File: src/include/rmde_cfg.svh
// constants of the register move decode and execute block
// included by the package and every design file; definitions only
`ifndef RMDE_CFG_SVH
`define RMDE_CFG_SVH

// instruction fields
`define RMDE_F_MAJOR 31:26
`define RMDE_F_SUB 25:21
`define RMDE_F_TGT 20:16
`define RMDE_F_SRCG 25:21
`define RMDE_F_DSTG 15:11
`define RMDE_F_FSRC 15:11
`define RMDE_F_FDST 10:6
`define RMDE_F_FUNC 5:0
`define RMDE_F_CCSEL 20:18
`define RMDE_F_TFZ 17:16
`define RMDE_F_IMPL 15:0
`define RMDE_F_CPRD 15:11
`define RMDE_F_SEL 2:0
`define RMDE_F_Z8 10:3
`define RMDE_F_Z11 10:0
`define RMDE_F_Z10 25:16
`define RMDE_F_FMT 25:21

// opcodes and sub-codes
`define RMDE_OP_SPECIAL 6'h00
`define RMDE_OP_SYSCP 6'h10
`define RMDE_OP_FPU 6'h11
`define RMDE_OP_CP2 6'h12
`define RMDE_SUB_MF 5'h00
`define RMDE_SUB_MFH0 5'h02
`define RMDE_SUB_MFH 5'h03
`define RMDE_FN_UPPER 6'h10
`define RMDE_FN_BOTTOM 6'h12
`define RMDE_FN_CONDMV 6'h01
`define RMDE_FN_NZ 6'h0b
`define RMDE_FN_FCOPY 6'h06
`define RMDE_FN_FCMOV 6'h11
`define RMDE_FMT_PAIR 5'h16
`define RMDE_REL2 3'h2

// register offsets
`define RMDE_OFF_CTRL 8'h00
`define RMDE_OFF_INSTR 8'h04
`define RMDE_OFF_STATUS 8'h08
`define RMDE_OFF_RES_LOWER 8'h0c
`define RMDE_OFF_RES_UPPER 8'h10

// control and status bits
`define RMDE_CTRL_WIDE_MODE 0
`define RMDE_CTRL_FPU64 1
`define RMDE_CTRL_CU0 2
`define RMDE_CTRL_CU1 3
`define RMDE_CTRL_CU2 4
`define RMDE_CTRL_REL 10:8
`define RMDE_CTRL_RST 32'h0000_021c
`define RMDE_ST_BUSY 0
`define RMDE_ST_DONE 1
`define RMDE_ST_EXC 2
`define RMDE_ST_CODE 4:3
`define RMDE_ST_UNDEF 5
`define RMDE_ST_WROTE 6

// bus responses
`define RMDE_RESP_OKAY 2'h0
`define RMDE_RESP_SLVERR 2'h2
`endif

File: src/include/rmde_pkg.sv
// types of the register move decode and execute block
// includes rmde_cfg.svh but writes its own type widths out as literals
package rmde_pkg;
`include "rmde_cfg.svh"
	typedef enum logic [1:0] {RMDE_IDLE, RMDE_READ, RMDE_EXEC} rmde_state_type;
	typedef enum logic [1:0] {RMDE_EXC_NONE, RMDE_EXC_RI, RMDE_EXC_CPU}
		rmde_exc_type;
	typedef enum logic [3:0] {RMDE_OP_BAD, RMDE_OP_CP2_WORD, RMDE_OP_SYS_HIGH,
		RMDE_OP_FREG_HIGH, RMDE_OP_CP2_HIGH, RMDE_OP_UPPER, RMDE_OP_BOTTOM,
		RMDE_OP_FCOPY, RMDE_OP_GCMOVF, RMDE_OP_FCMOVF, RMDE_OP_NZ}
		rmde_op_type;
	typedef struct packed {
		rmde_op_type op;
		logic [4:0] dst;
		logic [4:0] src_a;
		logic [4:0] src_b;
		logic [15:0] cp_sel;
		logic [2:0] cond;
		logic [4:0] fmt;
	} rmde_dec_type;
	typedef struct packed {
		logic aw_have;
		logic [7:0] awaddr;
		logic w_have;
		logic [31:0] wdata;
		logic [3:0] wstrb;
		logic bvalid;
		logic [1:0] bresp;
		logic rvalid;
		logic [31:0] rdata;
		logic [1:0] rresp;
	} rmde_bus_type;
	typedef struct packed {
		rmde_state_type state;
		logic [31:0] ctrl;
		logic [31:0] instr;
		logic done;
		logic exc_flag;
		rmde_exc_type exc_code;
		logic undef;
		logic wrote;
		logic [31:0] res_lower;
		logic [31:0] res_upper;
		logic greg_we;
		logic [4:0] greg_waddr;
		logic [31:0] greg_wdata;
		logic freg_we;
		logic [4:0] freg_waddr;
		logic [63:0] freg_wdata;
		logic exc_pulse;
	} rmde_core_type;
endpackage

File: src/rtl/rmde_decode.sv
// instruction decoder of the register move block
// purely combinational; the caller holds the instruction word stable
`timescale 1ns/1ps
`include "rmde_cfg.svh"
module rmde_decode
	import rmde_pkg::*;
(
	// instruction in
	input wire logic [31:0] instr,
	// decoded fields out
	output rmde_dec_type dec
);
	always_comb
	begin
		dec = '0;
		dec.op = RMDE_OP_BAD;
		dec.cp_sel = instr[`RMDE_F_IMPL];
		dec.cond = instr[`RMDE_F_CCSEL];
		dec.fmt = instr[`RMDE_F_FMT];
		unique case (instr[`RMDE_F_MAJOR])
			`RMDE_OP_SPECIAL:
			begin
				dec.dst = instr[`RMDE_F_DSTG];
				dec.src_a = instr[`RMDE_F_SRCG];
				dec.src_b = instr[`RMDE_F_TGT];
				if (instr[`RMDE_F_FUNC] == `RMDE_FN_UPPER && instr[`RMDE_F_Z10] == '0)
					dec.op = RMDE_OP_UPPER;
				else if (instr[`RMDE_F_FUNC] == `RMDE_FN_BOTTOM)
					dec.op = RMDE_OP_BOTTOM;
				else if (instr[`RMDE_F_FUNC] == `RMDE_FN_CONDMV &&
					instr[`RMDE_F_TFZ] == '0)
					dec.op = RMDE_OP_GCMOVF;
				else if (instr[`RMDE_F_FUNC] == `RMDE_FN_NZ)
					dec.op = RMDE_OP_NZ;
			end
			`RMDE_OP_SYSCP:
			begin
				dec.dst = instr[`RMDE_F_TGT];
				if (instr[`RMDE_F_SUB] == `RMDE_SUB_MFH0 && instr[`RMDE_F_Z8] == '0)
					dec.op = RMDE_OP_SYS_HIGH;
			end
			`RMDE_OP_FPU:
			begin
				dec.src_a = instr[`RMDE_F_FSRC];
				dec.src_b = instr[`RMDE_F_FDST];
				if (instr[`RMDE_F_SUB] == `RMDE_SUB_MFH && instr[`RMDE_F_Z11] == '0)
				begin
					dec.op = RMDE_OP_FREG_HIGH;
					dec.dst = instr[`RMDE_F_TGT];
				end
				else if (instr[`RMDE_F_FUNC] == `RMDE_FN_FCOPY &&
					instr[`RMDE_F_TGT] == '0)
				begin
					dec.op = RMDE_OP_FCOPY;
					dec.dst = instr[`RMDE_F_FDST];
				end
				else if (instr[`RMDE_F_FUNC] == `RMDE_FN_FCMOV &&
					instr[`RMDE_F_TFZ] == '0)
				begin
					dec.op = RMDE_OP_FCMOVF;
					dec.dst = instr[`RMDE_F_FDST];
				end
			end
			`RMDE_OP_CP2:
			begin
				dec.dst = instr[`RMDE_F_TGT];
				if (instr[`RMDE_F_SUB] == `RMDE_SUB_MF)
					dec.op = RMDE_OP_CP2_WORD;
				else if (instr[`RMDE_F_SUB] == `RMDE_SUB_MFH)
					dec.op = RMDE_OP_CP2_HIGH;
			end
			default:
			begin
				dec.op = RMDE_OP_BAD;
			end
		endcase
	end
endmodule

File: src/rtl/rmde_axil.sv
// axi4-lite slave front end of the register move block
// the owner decodes addresses and answers reads in the same cycle
`timescale 1ns/1ps
`include "rmde_cfg.svh"
module rmde_axil
	import rmde_pkg::*;
(
	// clock and reset
	input wire logic aclk,
	input wire logic aresetn,
	// axi4-lite
	input wire logic [7:0] s_axi_awaddr,
	input wire logic s_axi_awvalid,
	output logic s_axi_awready,
	input wire logic [31:0] s_axi_wdata,
	input wire logic [3:0] s_axi_wstrb,
	input wire logic s_axi_wvalid,
	output logic s_axi_wready,
	output logic [1:0] s_axi_bresp,
	output logic s_axi_bvalid,
	input wire logic s_axi_bready,
	input wire logic [7:0] s_axi_araddr,
	input wire logic s_axi_arvalid,
	output logic s_axi_arready,
	output logic [31:0] s_axi_rdata,
	output logic [1:0] s_axi_rresp,
	output logic s_axi_rvalid,
	input wire logic s_axi_rready,
	// register side
	output logic reg_wr_en,
	output logic [7:0] reg_wr_addr,
	output logic [31:0] reg_wr_data,
	output logic [3:0] reg_wr_strb,
	input wire logic reg_wr_ok,
	output logic [7:0] reg_rd_addr,
	input wire logic [31:0] reg_rd_data,
	input wire logic reg_rd_ok
);
	rmde_bus_type bus_reg;
	rmde_bus_type bus_next;

	assign s_axi_awready = !bus_reg.aw_have && !bus_reg.bvalid;
	assign s_axi_wready = !bus_reg.w_have && !bus_reg.bvalid;
	assign s_axi_arready = !bus_reg.rvalid;
	assign s_axi_bvalid = bus_reg.bvalid;
	assign s_axi_bresp = bus_reg.bresp;
	assign s_axi_rvalid = bus_reg.rvalid;
	assign s_axi_rdata = bus_reg.rdata;
	assign s_axi_rresp = bus_reg.rresp;
	assign reg_wr_en = bus_reg.aw_have && bus_reg.w_have && !bus_reg.bvalid;
	assign reg_wr_addr = bus_reg.awaddr;
	assign reg_wr_data = bus_reg.wdata;
	assign reg_wr_strb = bus_reg.wstrb;
	assign reg_rd_addr = s_axi_araddr;

	always_comb
	begin
		bus_next = bus_reg;
		if (bus_reg.bvalid && s_axi_bready)
			bus_next.bvalid = 1'b0;
		if (bus_reg.rvalid && s_axi_rready)
			bus_next.rvalid = 1'b0;
		if (s_axi_awvalid && s_axi_awready)
		begin
			bus_next.aw_have = 1'b1;
			bus_next.awaddr = s_axi_awaddr;
		end
		if (s_axi_wvalid && s_axi_wready)
		begin
			bus_next.w_have = 1'b1;
			bus_next.wdata = s_axi_wdata;
			bus_next.wstrb = s_axi_wstrb;
		end
		// both halves held: commit and answer next cycle
		if (reg_wr_en)
		begin
			bus_next.aw_have = 1'b0;
			bus_next.w_have = 1'b0;
			bus_next.bvalid = 1'b1;
			bus_next.bresp = reg_wr_ok ? `RMDE_RESP_OKAY : `RMDE_RESP_SLVERR;
		end
		if (s_axi_arvalid && s_axi_arready)
		begin
			bus_next.rvalid = 1'b1;
			bus_next.rdata = reg_rd_data;
			bus_next.rresp = reg_rd_ok ? `RMDE_RESP_OKAY : `RMDE_RESP_SLVERR;
		end
	end

	always_ff @(posedge aclk)
	begin
		if (!aresetn)
			bus_reg <= '0;
		else
			bus_reg <= bus_next;
	end
endmodule

File: src/rtl/rmde_top.sv
// register move decode and execute unit, driven over axi4-lite
// assumes register files and coprocessors answer reads one cycle late
//
// Chosen here: the register offsets and the AXI4-Lite register port.
`timescale 1ns/1ps
`include "rmde_cfg.svh"
module rmde_top
	import rmde_pkg::*;
#(
	parameter int CC_COUNT = 8
)
(
	// clock and reset
	input wire logic aclk,
	input wire logic aresetn,
	// axi4-lite
	input wire logic [7:0] s_axi_awaddr,
	input wire logic s_axi_awvalid,
	output logic s_axi_awready,
	input wire logic [31:0] s_axi_wdata,
	input wire logic [3:0] s_axi_wstrb,
	input wire logic s_axi_wvalid,
	output logic s_axi_wready,
	output logic [1:0] s_axi_bresp,
	output logic s_axi_bvalid,
	input wire logic s_axi_bready,
	input wire logic [7:0] s_axi_araddr,
	input wire logic s_axi_arvalid,
	output logic s_axi_arready,
	output logic [31:0] s_axi_rdata,
	output logic [1:0] s_axi_rresp,
	output logic s_axi_rvalid,
	input wire logic s_axi_rready,
	// general register file
	output logic [4:0] greg_raddr_a,
	output logic [4:0] greg_raddr_b,
	input wire logic [31:0] greg_rdata_a,
	input wire logic [31:0] greg_rdata_b,
	output logic greg_we,
	output logic [4:0] greg_waddr,
	output logic [31:0] greg_wdata,
	// fp register file
	output logic [4:0] freg_raddr_a,
	output logic [4:0] freg_raddr_b,
	input wire logic [63:0] freg_rdata_a,
	input wire logic [63:0] freg_rdata_b,
	output logic freg_we,
	output logic [4:0] freg_waddr,
	output logic [63:0] freg_wdata,
	input wire logic [CC_COUNT-1:0] fp_cond_codes,
	// system coprocessor
	output logic [4:0] cp0_raddr,
	output logic [2:0] cp0_bank_index,
	input wire logic [63:0] cp0_rdata,
	input wire logic cp0_ext_ok,
	// coprocessor two
	output logic [15:0] coproc_two_major_opcode_reg_specifier,
	input wire logic [63:0] cp2_rdata,
	input wire logic cp2_wide_ok,
	// product registers
	input wire logic [31:0] upper_product_register,
	input wire logic [31:0] bottom_product_word,
	// exception report
	output logic exc_valid,
	output logic [1:0] exc_code
);
	rmde_core_type core_reg;
	rmde_core_type core_next;
	rmde_dec_type dec;
	logic reg_wr_en;
	logic [7:0] reg_wr_addr;
	logic [31:0] reg_wr_data;
	logic [3:0] reg_wr_strb;
	logic reg_wr_ok;
	logic [7:0] reg_rd_addr;
	logic [31:0] reg_rd_data;
	logic reg_rd_ok;
	logic [31:0] status_word;
	logic op_fp;
	logic op_cp2;
	logic op_high_new;
	logic reserved_trap;
	logic unusable_trap;
	logic pair_fmt;
	logic pair_ok;
	logic cc_lower;
	logic cc_upper;
	logic [2:0] cc_next;

	function automatic logic [31:0] rmde_merge(input logic [31:0] old_w,
		input logic [31:0] new_w, input logic [3:0] strb);
		logic [31:0] res;
		res = old_w;
		for (int i = 0; i < 4; i++)
			if (strb[i])
				res[i*8 +: 8] = new_w[i*8 +: 8];
		return res;
	endfunction

	rmde_axil u_axil
	(
		.aclk(aclk),
		.aresetn(aresetn),
		.s_axi_awaddr(s_axi_awaddr),
		.s_axi_awvalid(s_axi_awvalid),
		.s_axi_awready(s_axi_awready),
		.s_axi_wdata(s_axi_wdata),
		.s_axi_wstrb(s_axi_wstrb),
		.s_axi_wvalid(s_axi_wvalid),
		.s_axi_wready(s_axi_wready),
		.s_axi_bresp(s_axi_bresp),
		.s_axi_bvalid(s_axi_bvalid),
		.s_axi_bready(s_axi_bready),
		.s_axi_araddr(s_axi_araddr),
		.s_axi_arvalid(s_axi_arvalid),
		.s_axi_arready(s_axi_arready),
		.s_axi_rdata(s_axi_rdata),
		.s_axi_rresp(s_axi_rresp),
		.s_axi_rvalid(s_axi_rvalid),
		.s_axi_rready(s_axi_rready),
		.reg_wr_en(reg_wr_en),
		.reg_wr_addr(reg_wr_addr),
		.reg_wr_data(reg_wr_data),
		.reg_wr_strb(reg_wr_strb),
		.reg_wr_ok(reg_wr_ok),
		.reg_rd_addr(reg_rd_addr),
		.reg_rd_data(reg_rd_data),
		.reg_rd_ok(reg_rd_ok)
	);

	rmde_decode u_decode
	(
		.instr(core_reg.instr),
		.dec(dec)
	);

	// read ports follow the held instruction
	assign greg_raddr_a = dec.src_a;
	assign greg_raddr_b = dec.src_b;
	assign freg_raddr_a = dec.src_a;
	assign freg_raddr_b = dec.src_b;
	assign cp0_raddr = dec.cp_sel[`RMDE_F_CPRD];
	assign cp0_bank_index = dec.cp_sel[`RMDE_F_SEL];
	assign coproc_two_major_opcode_reg_specifier = dec.cp_sel;

	assign greg_we = core_reg.greg_we;
	assign greg_waddr = core_reg.greg_waddr;
	assign greg_wdata = core_reg.greg_wdata;
	assign freg_we = core_reg.freg_we;
	assign freg_waddr = core_reg.freg_waddr;
	assign freg_wdata = core_reg.freg_wdata;
	assign exc_valid = core_reg.exc_pulse;
	assign exc_code = core_reg.exc_code;

	assign op_fp = dec.op == RMDE_OP_FREG_HIGH || dec.op == RMDE_OP_FCOPY ||
		dec.op == RMDE_OP_FCMOVF || dec.op == RMDE_OP_GCMOVF;
	assign op_cp2 = dec.op == RMDE_OP_CP2_WORD || dec.op == RMDE_OP_CP2_HIGH;
	assign op_high_new = dec.op == RMDE_OP_FREG_HIGH ||
		dec.op == RMDE_OP_CP2_HIGH;
	assign reserved_trap = dec.op == RMDE_OP_BAD ||
		(op_high_new && core_reg.ctrl[`RMDE_CTRL_REL] < `RMDE_REL2);
	assign unusable_trap =
		(dec.op == RMDE_OP_SYS_HIGH && !core_reg.ctrl[`RMDE_CTRL_CU0]) ||
		(op_fp && !core_reg.ctrl[`RMDE_CTRL_CU1]) ||
		(op_cp2 && !core_reg.ctrl[`RMDE_CTRL_CU2]);
	assign pair_fmt = dec.fmt == `RMDE_FMT_PAIR;
	assign pair_ok = core_reg.ctrl[`RMDE_CTRL_WIDE_MODE] &&
		core_reg.ctrl[`RMDE_CTRL_FPU64];
	assign cc_next = dec.cond + 3'h1;
	assign cc_lower = fp_cond_codes[dec.cond];
	assign cc_upper = fp_cond_codes[cc_next];

	always_comb
	begin
		status_word = '0;
		status_word[`RMDE_ST_BUSY] = core_reg.state != RMDE_IDLE;
		status_word[`RMDE_ST_DONE] = core_reg.done;
		status_word[`RMDE_ST_EXC] = core_reg.exc_flag;
		status_word[`RMDE_ST_CODE] = core_reg.exc_code;
		status_word[`RMDE_ST_UNDEF] = core_reg.undef;
		status_word[`RMDE_ST_WROTE] = core_reg.wrote;
	end

	// unmapped reads answer slverr with zero data
	always_comb
	begin
		reg_rd_data = '0;
		reg_rd_ok = 1'b1;
		unique case (reg_rd_addr)
			`RMDE_OFF_CTRL: reg_rd_data = core_reg.ctrl;
			`RMDE_OFF_INSTR: reg_rd_data = core_reg.instr;
			`RMDE_OFF_STATUS: reg_rd_data = status_word;
			`RMDE_OFF_RES_LOWER: reg_rd_data = core_reg.res_lower;
			`RMDE_OFF_RES_UPPER: reg_rd_data = core_reg.res_upper;
			default: reg_rd_ok = 1'b0;
		endcase
	end

	assign reg_wr_ok = reg_wr_addr == `RMDE_OFF_CTRL ||
		reg_wr_addr == `RMDE_OFF_INSTR || reg_wr_addr == `RMDE_OFF_STATUS ||
		reg_wr_addr == `RMDE_OFF_RES_LOWER || reg_wr_addr == `RMDE_OFF_RES_UPPER;

	always_comb
	begin
		core_next = core_reg;
		core_next.greg_we = 1'b0;
		core_next.freg_we = 1'b0;
		core_next.exc_pulse = 1'b0;
		if (reg_wr_en && reg_wr_addr == `RMDE_OFF_CTRL)
			core_next.ctrl = rmde_merge(core_reg.ctrl, reg_wr_data, reg_wr_strb);
		// sticky bits clear on writing ones; a set below wins
		if (reg_wr_en && reg_wr_addr == `RMDE_OFF_STATUS && reg_wr_strb[0])
		begin
			if (reg_wr_data[`RMDE_ST_DONE])
				core_next.done = 1'b0;
			if (reg_wr_data[`RMDE_ST_EXC])
				core_next.exc_flag = 1'b0;
			if (reg_wr_data[`RMDE_ST_UNDEF])
				core_next.undef = 1'b0;
			if (reg_wr_data[`RMDE_ST_WROTE])
				core_next.wrote = 1'b0;
		end
		unique case (core_reg.state)
			RMDE_IDLE:
			begin
				// a launch while busy is dropped, the bus still answers okay
				if (reg_wr_en && reg_wr_addr == `RMDE_OFF_INSTR)
				begin
					core_next.instr = rmde_merge(core_reg.instr, reg_wr_data,
						reg_wr_strb);
					core_next.done = 1'b0;
					core_next.exc_flag = 1'b0;
					core_next.exc_code = RMDE_EXC_NONE;
					core_next.undef = 1'b0;
					core_next.wrote = 1'b0;
					core_next.state = RMDE_READ;
				end
			end
			RMDE_READ:
			begin
				core_next.state = RMDE_EXEC;
			end
			RMDE_EXEC:
			begin
				core_next.state = RMDE_IDLE;
				core_next.done = 1'b1;
				core_next.greg_waddr = dec.dst;
				core_next.freg_waddr = dec.dst;
				if (reserved_trap || unusable_trap)
				begin
					core_next.exc_flag = 1'b1;
					core_next.exc_pulse = 1'b1;
					core_next.exc_code = reserved_trap ? RMDE_EXC_RI : RMDE_EXC_CPU;
				end
				else
				begin
					core_next.exc_code = RMDE_EXC_NONE;
					core_next.greg_we = 1'b1;
					unique case (dec.op)
						RMDE_OP_CP2_WORD:
						begin
							core_next.greg_wdata = cp2_rdata[31:0];
						end
						RMDE_OP_SYS_HIGH:
						begin
							core_next.greg_wdata = cp0_rdata[63:32];
							core_next.undef = !cp0_ext_ok;
						end
						RMDE_OP_FREG_HIGH:
						begin
							core_next.greg_wdata = freg_rdata_a[63:32];
							core_next.undef = !core_reg.ctrl[`RMDE_CTRL_WIDE_MODE] &&
								dec.src_a[0];
						end
						RMDE_OP_CP2_HIGH:
						begin
							core_next.greg_wdata = cp2_rdata[63:32];
							core_next.undef = !cp2_wide_ok;
						end
						RMDE_OP_UPPER:
						begin
							// live product value, no interlock needed
							core_next.greg_wdata = upper_product_register;
						end
						RMDE_OP_BOTTOM:
						begin
							core_next.greg_wdata = bottom_product_word;
						end
						RMDE_OP_GCMOVF:
						begin
							core_next.greg_we = !cc_lower;
							core_next.greg_wdata = greg_rdata_a;
						end
						RMDE_OP_NZ:
						begin
							core_next.greg_we = greg_rdata_b != '0;
							core_next.greg_wdata = greg_rdata_a;
						end
						RMDE_OP_FCOPY:
						begin
							core_next.greg_we = 1'b0;
							core_next.freg_we = 1'b1;
							core_next.freg_wdata = freg_rdata_a;
							core_next.undef = pair_fmt && !pair_ok;
						end
						RMDE_OP_FCMOVF:
						begin
							core_next.greg_we = 1'b0;
							// plain copy, no fp cause raised
							core_next.freg_we = pair_fmt || !cc_lower;
							if (pair_fmt)
							begin
								core_next.freg_wdata = {
									cc_upper ? freg_rdata_b[63:32] : freg_rdata_a[63:32],
									cc_lower ? freg_rdata_b[31:0] : freg_rdata_a[31:0]};
								core_next.undef = dec.cond[0] || !pair_ok;
							end
							else
							begin
								core_next.freg_wdata = freg_rdata_a;
							end
						end
						default:
						begin
							core_next.greg_we = 1'b0;
						end
					endcase
					core_next.wrote = core_next.greg_we || core_next.freg_we;
					if (core_next.freg_we)
					begin
						core_next.res_lower = core_next.freg_wdata[31:0];
						core_next.res_upper = core_next.freg_wdata[63:32];
					end
					else if (core_next.greg_we)
					begin
						core_next.res_lower = core_next.greg_wdata;
						core_next.res_upper = '0;
					end
				end
			end
			default:
			begin
				core_next.state = RMDE_IDLE;
			end
		endcase
	end

	always_ff @(posedge aclk)
	begin
		if (!aresetn)
		begin
			core_reg <= '0;
			core_reg.ctrl <= `RMDE_CTRL_RST;
		end
		else
			core_reg <= core_next;
	end
endmodule

File: config.mk
export PLATFORM = sky130hd
export DESIGN_NAME = rmde_top
export DESIGN_NICKNAME = d
export VERILOG_FILES = /design/src/include/rmde_pkg.sv /design/src/rtl/rmde_decode.sv /design/src/rtl/rmde_axil.sv /design/src/rtl/rmde_top.sv
export VERILOG_INCLUDE_DIRS = /design/src /design/src/include
export SDC_FILE = /design/constraint.sdc
export NUM_CORES = 1
export LEC_CHECK = 0
export BUFFER_PORTS_ARGS = -buffer_cell sky130_fd_sc_hd__buf_2
export CELL_PAD_IN_SITES_DETAIL_PLACEMENT = 0
export CELL_PAD_IN_SITES_GLOBAL_PLACEMENT = 2
export CORE_MARGIN = 2
export CORE_UTILIZATION = 30
export DETAILED_ROUTE_END_ITERATION = 7
export PLACE_DENSITY = 0.85
export SLEW_MARGIN = 10
export SYNTH_ARGS = -nofsm -noshare
export SYNTH_HDL_FRONTEND = slang
export SYNTH_HIERARCHICAL = 1
export SYNTH_SLANG_ARGS = --single-unit
File: constraint.sdc
create_clock -name aclk -period 5.9 [get_ports aclk]
set_input_delay 0.295 -clock aclk [delete_from_list [all_inputs] [get_ports aclk]]
set_output_delay 0.295 -clock aclk [all_outputs]
set_load 0.01 [all_outputs]
==> After elaboration in Yosys (flattened, before gate mapping) <==
Cells that the tools add are included.
{ "totals": {"regBits": 324, "input_bits": 453, "word_cells": 216, "out_inout_bits": 196} }
{ "classes": {"n_lt_le_gt_ge": 3, "n_mux": 55, "n_eq_ne": 33, "n_addsub": 1, "bitwise": 3, "n_reduce_logical": 89} }
{ "op_table": {"columns": ["cell", "n"], "rows": [
  ["$pmux 32 s7", 1],
  ["$mux 64", 3],
  ["$pmux 32 s5", 1],
  ["$pmux 64 s2", 1],
  ["$mux 67", 1],
  ["$mux 32", 2],
  ["$eq 6x5->1 const B", 6],
  ["$mux 35", 1],
  ["$eq 8x4->1 const B", 4],
  ["$reduce_bool 32->1", 1],
  ["$mux 9", 3],
  ["$logic_and 1x1->1", 26],
  ["$logic_not 8->1", 3],
  ["$pmux 10 s2", 1],
  ["$eq 4x3->1 const B", 4],
  ["$eq 8x3->1 const B", 2],
  ["$eq 8x5->1 const B", 2],
  ["$logic_or 1x1->1", 16],
  ["$mux 1", 16],
  ["$mux 2", 8],
  ["$mux 4", 4],
  ["$pmux 4 s4", 1],
  ["$pmux 5 s3", 1],
  ["$reduce_and 3->1", 5],
  ["36 further kinds", 71]
]} }

==> Longest topological paths before layout <==
Gate-level depths: netlist of run 1.
{ "depth": {"ltp_word": 20, "depth_mapped": 16, "ltp_nobuf": 12} }

==> Cells and area by module <==
Netlist of run 1, hierarchy kept.
{ "modules_own_cells": {"columns": ["module", "n_inst", "seq_area_each_um2", "area_each_um2", "cells_each"], "rows": [
  ["rmde_top", 1, 4804.6, 13746.9, 1657],
  ["rmde_axil", 1, 1641.6, 3718.6, 451],
  ["rmde_decode", 1, 0.0, 661.9, 92]
]} }

==> Least setup slack after synthesis of run 1 <==
Ideal clock, no wire load.
{ "synth_path": {"path_type": "register -> register", "from": "register core_reg[210] (netlist name)", "to": "register core_reg[143] (netlist name)", "stages_incl_launch_ff": 15, "setup_ps": 122, "path_buffers": 3, "t_arrival_ps": 3327, "setup_slack_ps": 2451, "period_less_slack_ps": 3449, "required_time_ps": 5778, "path_cell_list": "dfxtp_1 > or3_4 > nor4_4 > nand2_2 > or4b_1 > o2111ai_1 > buf_2 > buf_6 > buf_4 > and4bb_2 > nand2_1 > o31ai_1 > a2111oi_0 > nor3_1 > a221o_1"} }
{ "synth_lines": {"columns": ["element", "line_no", "rtl"], "rows": [
  ["start, declared", "rmde_top.sv:67", "rmde_core_type core_reg;"],
  ["start signal, assigned", "rmde_top.sv:356", "core_reg <= core_next;"]
]} }

==> flow_summary.ini, run 1 <==
[clock_tree]
cts_made_buffers = 40
post_cts_buffers = 0
cts_tree = done
clk_pin_slew_ns = 0.06
ctsLongestPathBuffers = 3
cts.sinks = 322
cts_htree_levels = 2
cts_root_buffer = clkbuf_16
cts.repair.resized = 0
worstSkewPairLatency_ns = 0.57

[worst_hold_path]
min_path_type = input port to flip-flop
min_to = u_axil/s_axi_bvalid
hold_depth = 3
min_from = s_axi_bready

[power_and_ir_drop]
max-vdd-ir-drop_mv = 0.174
p_leak_nw = 8.62
powerDensity_nw_per_um2 = 234

[critical_path]
r2r-start = core_reg[206]
worst_r2r_endpoint = freg_wdata[23]
ff2ff_path_depth = 10
critPathTopFamily = compound AO/OA/AOI/OAI gates
startpoint_type = flip-flop
critPathKind = flip-flop to flip-flop
path_buf_inv = 0
path_cells = nor4_1 > nand3_1 > nor3_1 > a31oi_1 > o31ai_4 > nor2b_1 > nand2_1 > o2bb2ai_4 > a222oi_1 > a211oi_1
end_kind = flip-flop
worst_path_max_delay_cell = o2bb2ai_4
slowest_delay_ns = 0.91
critPathMaxFanout = 40
crit_arrival_ns = 5.23
required_ns = 6.39
reg2reg_slack_ns = 1.16

[finish]
utilization = 0.364
n_fill_cell = 6347
syn2layout_area_growth_pct = 20.7
nets = 2987
drive_gt1_frac = 0.309
largest_reg_flops = 134

[sta]
min_period_ns = 4.74
worst_slew_pin_slew_ns = 1.21
period_share = 0.803
skew_ns = 0.0231
finalHoldViolCount = 0
rsz0062_at_grt = no
drv_slew = 0
relSlewSlack = 0.185
setup_viol = 0
fin_setup_tns_ns = 0
fmax_mhz = 211

[synthesis]
synth_edf_count = 0
synth_flop_cell = dfxtp_1
seq_area_frac_synth = 0.356
synth-async-reset-ratio = 0
synth_cell_types = 86
yosysWarnings = 6
ys_ff_latch = 322
syn-mean-instance-area_um2 = 8.24
syn-cell-area_um2 = 18100
syn_inst = 2200

[die]
fp.dieH_um = 250
rows = 90
io_pins = 649
start_util = 0.302
core_area_um2 = 60000
die_w_um = 250
fp.dieArea_um2 = 62400

[grt]
grt_start_max_net_pins = 151
overflow = 0
grt_usage = 0.294
antenna_found_initial = 35
grt_pass1_wl_um = 133000
grt_pass1_vias = 17815

[status]
outcome = finished with violations
violations = design-rule violations

[place]
post-dp-hpwl_um = 75800
place_congestion = 1.01
portBuffers = 614

[drt]
wl_per_cell_um = 28.5
drt_wl_total_um = 96000
route.detailed.drc = 2
final_antenna_net_count = 0
drtIter0Drc = 1776
routed_via_density = 5.57
vias = 18756
first_pass_iters = 8

[job]
cap_viol_max_count = 0
how the worst max path moves through the flow:
stage | startpoint | endpoint | slack (ns) | depth (start not counted)
CTS | core_reg[206] | freg_wdata[22] | 1.19 | 10
global route | core_reg[183] | freg_wdata[14] | 0.79 | 8
floorplan | core_reg[210] | core_reg[143] | 2.45 | 14
finish | core_reg[206] | freg_wdata[23] | 1.16 | 10
global placement | core_reg[206] | freg_wdata[22] | 1.33 | 10
detailed placement | core_reg[206] | freg_wdata[22] | 1.22 | 10
power by group:
group / switching, mW / total [mW] / leakage, nW / internal, mW
combinational: 0.190 / 0.351 / 5.38 / 0.161
clock: 1.06 / 2.53 / 0.642 / 1.47
sequential: 0.0364 / 2.24 / 2.60 / 2.20
cell type report:
| type | instances | area (µm²) | share of cell area |
|---|---|---|---|
| Multi-Input combinational cell | 1446 | 9070 | 0.415 |
| Sequential cell | 322 | 6450 | 0.295 |
| Timing Repair Buffer | 716 | 3970 | 0.182 |
| Clock buffer | 48 | 1060 | 0.0485 |
| Tap cell | 782 | 978 | 0.0447 |
| Clock inverter | 23 | 255 | 0.0117 |
| Antenna cell | 25 | 62.6 | 0.00286 |
| Inverter | 7 | 28.8 | 0.00132 |
cells in the mapped netlist, drive strengths merged, types with 15 or more instances:
master     n  area (µm²)
nor4      15         115
and2      49         307
nand3    134         671
nor2     111         419
a22oi     83         623
a22o      22         193
a221oi    47         412
a211oi    72         541
dfxtp    322        6450
mux2      16         184
a21oi    120         601
mux2i     34         340
a222oi    30         300
nor3      31         171
a221o     41         410
nor2b     19         119
or3       26         168
o221ai    25         219
o21ai     93         465
nand2    288        1080
clkbuf    93         353
buf      333        2350
o2bb2ai   33         289
a21boi    34         255
cells in the final DEF, fill, tap and decap left out, types with 5 or more instances in the layout:
cell type	count
a221o_1	41
mux2_2	15
nor3_1	28
nand2b_1	7
o22ai_1	10
nand4b_1	5
nor4_1	13
a22oi_1	83
o221ai_1	25
o21ai_1	7
clkbuf_16	40
dfxtp_1	322
a22o_1	22
nor2b_1	17
buf_2	613
a221oi_1	47
o31ai_1	5
buf_4	55
clkbuf_1	5
o21ai_0	85
a21boi_0	34
mux2i_1	34
diode_2	25
dlygate4sd3_1	46
and3_1	7
o2bb2ai_1	32
a222oi_1	30
and2_1	47
a21oi_1	119
nand2_1	286
nor2_1	109
a32oi_1	9
nand3_1	133
a211oi_1	72
clkinv_2	9
or3_1	25
logic make-up (layout without fill, tap and decap cells):
group | Yosys count | in the layout | share of synthesized area
xor+xnor | 2 | 2 | 0.000966
buf+inv | 433 | 794 | 0.151
flops | 322 | 322 | 0.356
fa+ha+maj | 1 | 1 | 0.000690
compound gates | 664 | 664 | 0.268
mux | 52 | 52 | 0.0314
other cells | 1 | 27 | 0.000207
simple gates | 725 | 725 | 0.192
metal layers:
| layer | track usage | up-vias | share of wire |
|---|---|---|---|
| met5 | 0 | - | 0.00044 |
| met4 | 0.186 | 6 | 0.059 |
| met3 | 0.0456 | 177 | 0.067 |
| met2 | 0.496 | 933 | 0.48 |
| met1 | 0.350 | 9048 | 0.39 |
| li1 | - | 8592 | - |
what timing repair did:
action / 4_1_cts / 5_1_grt
endpoints found under the setup margin: 0 / 0
hold buffers: 46 / 0
hold endpoints to repair: 45 / 0
worst min-delay path, cell delays in order:
cell and delay, ns:
buf_2 0.08, nor2b_1 0.03, o21a_1 0.15
stage by stage:
step	worst slack, ns	std cells	instance area, µm²	power, mW	hold WS, ns
floorplan	2.45	2201	18100	2.43	0.425
global placement	1.33	3227	20000	2.61	0.440
detailed placement	1.22	3227	20000	2.61	0.448
CTS	1.19	3344	21800	5.15	0.0188
global route	0.794	3365	21900	5.27	0.0312
finish	1.16	3369	21900	5.12	0.0396
Power figures use the tool's default switching activity.
==> run 2: changes to the inputs <==
- ABC_AREA: unset -> 1
- CORE_UTILIZATION: 30 -> 24
- PLACE_DENSITY: 0.85 -> 0.77
- clock period: 5.9 -> 4.2 ns (I/O delays scaled with it)
==> run 2 against run 1 <==
Net effect:
- the run now ends clean
- sequential share of layout area is 3.8 points lower
- clock power is 47% higher
- cell count is 44% higher
==> flow_summary.ini, run 2 <==
[status]
outcome = finished, final reports clean

[drt]
vias = 22479
first_pass_iters = 6
route.detailed.drc = 0
drtIter0Drc = 1674
wl_per_cell_um = 22.1
drt_wl_total_um = 107000
final_antenna_net_count = 0
routed_via_density = 4.65

[synthesis]
syn-mean-instance-area_um2 = 6.24
synth_cell_types = 44
synth_flop_cell = dfxtp_1
yosys.area_share.simple = 0.306
synth_edf_count = 0
synth_top_family_by_area = simple AND/OR/NAND/NOR gates
synth_area_leaders = dfxtp_1 (31%), nand2_1 (11%), nand3_1 (9.3%)
syn_inst = 3319
netlist.area_leader.share = 0.311
synth.mux.area_fraction = 0
synthXorXnorAreaFrac = 0.000423
ys_ff_latch = 322
syn-cell-area_um2 = 20700
synthAdderAreaFrac = 0.000604
synth_compound_area_frac = 0.170
yosysWarnings = 6
seq_area_frac_synth = 0.311
synthTopCellsByCount = nand2_1 (630), inv_1 (458), nand3_1 (386)
yosys.area.top_type = dfxtp_1
synth-async-reset-ratio = 0
synth.most_common_cell = nand2_1

[critical_path]
end_kind = flip-flop
critPathKind = flip-flop to flip-flop
r2r-start = core_reg[183]
crit_arrival_ns = 4.23
path_buf_inv = 3
slowest_delay_ns = 0.39
critPathTopFamily = simple AND/OR/NAND/NOR gates
critPathMaxFanout = 29
startpoint_type = flip-flop
path_cells = nor2_4 > nand3_2 > nor2_4 > nand3b_4 > nand2_1 > nand2_1 > nand2_1 > nand2_2 > inv_2 > o21ai_1 > a21oi_1 > nand3_1 > nand2_2 > nand2_4 > inv_4 > buf_12 > nand2_1 > a21oi_1
required_ns = 4.69
crit_top_cell = nand2_1
worst_path_max_delay_cell = dfxtp_1
startpoint = core_reg[183]

[clock_tree]
cts.sinks = 322
worstSkewPairLatency_ns = 0.58
cts_made_buffers = 42
post_cts_buffers = 0
cts_htree_levels = 2
cts_root_buffer = clkbuf_16
clk_pin_slew_ns = 0.06
cts.repair.resized = 0
ctsLongestPathBuffers = 3
postCtsHoldBufs = 46
cts_tree = done

[die]
die_w_um = 298
start_util = 0.243
fp.dieArea_um2 = 88700
io_pins = 649
rows = 107
fp.dieH_um = 298
core_area_um2 = 85400

[grt]
grt_pass1_wl_um = 153000
overflow = 0
grt_usage = 0.233
grt_start_max_net_pins = 102
antenna_found_initial = 13
grt_pass1_vias = 21620

[sta]
fmax_mhz = 268
rsz0062_at_grt = no
worst_slew_pin_slew_ns = 1.02
fin_setup_tns_ns = 0
period_share = 0.890
setup_viol = 0
finalHoldViolCount = 0
relSlewSlack = 0.318
skew_ns = 0.0234
min_period_ns = 3.74
worst_hold_slack_ns = 0.0611
drv_slew = 0

[power_and_ir_drop]
max-vdd-ir-drop_mv = 0.268
p_leak_nw = 12.3
powerDensity_nw_per_um2 = 303

[worst_hold_path]
min_from = bottom_product_word[3]
min_path_type = input port to flip-flop

[finish]
syn2layout_area_growth_pct = 21.0
nets = 4111
n_fill_cell = 9971
largest_reg_flops = 134
mostFrequentLayoutCells = nand2_1 (630), buf_2 (613), inv_1 (457)
drive_gt1_frac = 0.224
final_common_cell = nand2_1

[place]
place_congestion = 0.923
post-dp-hpwl_um = 83900
portBuffers = 614

[job]
cap_viol_max_count = 0
-- run 2: path summary, 6_finish.rpt --
kind	to	slack (ns)	cells past startpoint
worst max-delay path	core_reg[121]	0.46	18
worst max register to register	core_reg[121]	0.46	18
worst min-delay path	greg_wdata[3]	0.06	5
worst min register to register	core_reg[166]	0.46	2
-- run 2: tightest hold or removal path, delay by kind of cell --
family	cells	cell delay, ns
buffers and inverters	1	0.08
AO/OA/AOI/OAI	2	0.19
AND/OR/NAND/NOR	2	0.11
-- run 2: metal layers --
metal,track usage,routed length [µm]
met1,0.319,49500
met2,0.380,48700
met3,0.0454,7060
met4,0.0441,1760
met5,0,44
-- run 2: cell type report --
class | instances | area, µm² | area share
Sequential cell | 322 | 6450 | 0.257
Antenna cell | 3 | 7.51 | 0.000299
Inverter | 471 | 1770 | 0.0706
Multi-Input combinational cell | 2097 | 9920 | 0.395
Tap cell | 1144 | 1430 | 0.0571
Clock buffer | 65 | 1300 | 0.0517
Clock inverter | 11 | 124 | 0.00494
Timing Repair Buffer | 723 | 4090 | 0.163
-- run 2: kinds of logic (layout without fill, tap and decap cells) --
group | count (synthesis) | count (layout)
flip-flops | 322 | 322
buffers and inverters | 901 | 1270
AO/OA/AOI/OAI | 649 | 649
XOR/XNOR | 1 | 1
other | 1 | 5
AND/OR/NAND/NOR | 1444 | 1444
adder cells (fa/ha/maj) | 1 | 1
-- run 2: per-stage QoR --
step / instances / setup WS, ns / utilization / cell area, µm² / power, mW
after floorplan: 3320 / 1.60 / - / 20700 / 3.62
after global placement: 4711 / 0.563 / 0.272 / 23200 / 3.91
after detailed placement: 4711 / 0.496 / 0.272 / 23200 / 3.91
after CTS: 4833 / 0.469 / 0.294 / 25100 / 7.72
after global routing: 4834 / 0.136 / 0.294 / 25100 / 7.91
final: 4836 / 0.463 / 0.294 / 25100 / 7.60
-- run 2: power breakdown --
part / total, mW / leakage, nW / switching [mW] / internal (mW)
combinational: 0.685 / 8.96 / 0.393 / 0.293
clock: 3.73 / 0.709 / 1.49 / 2.25
sequential: 3.19 / 2.61 / 0.0639 / 3.12
total: 7.60 / 12.3 / 1.94 / 5.66
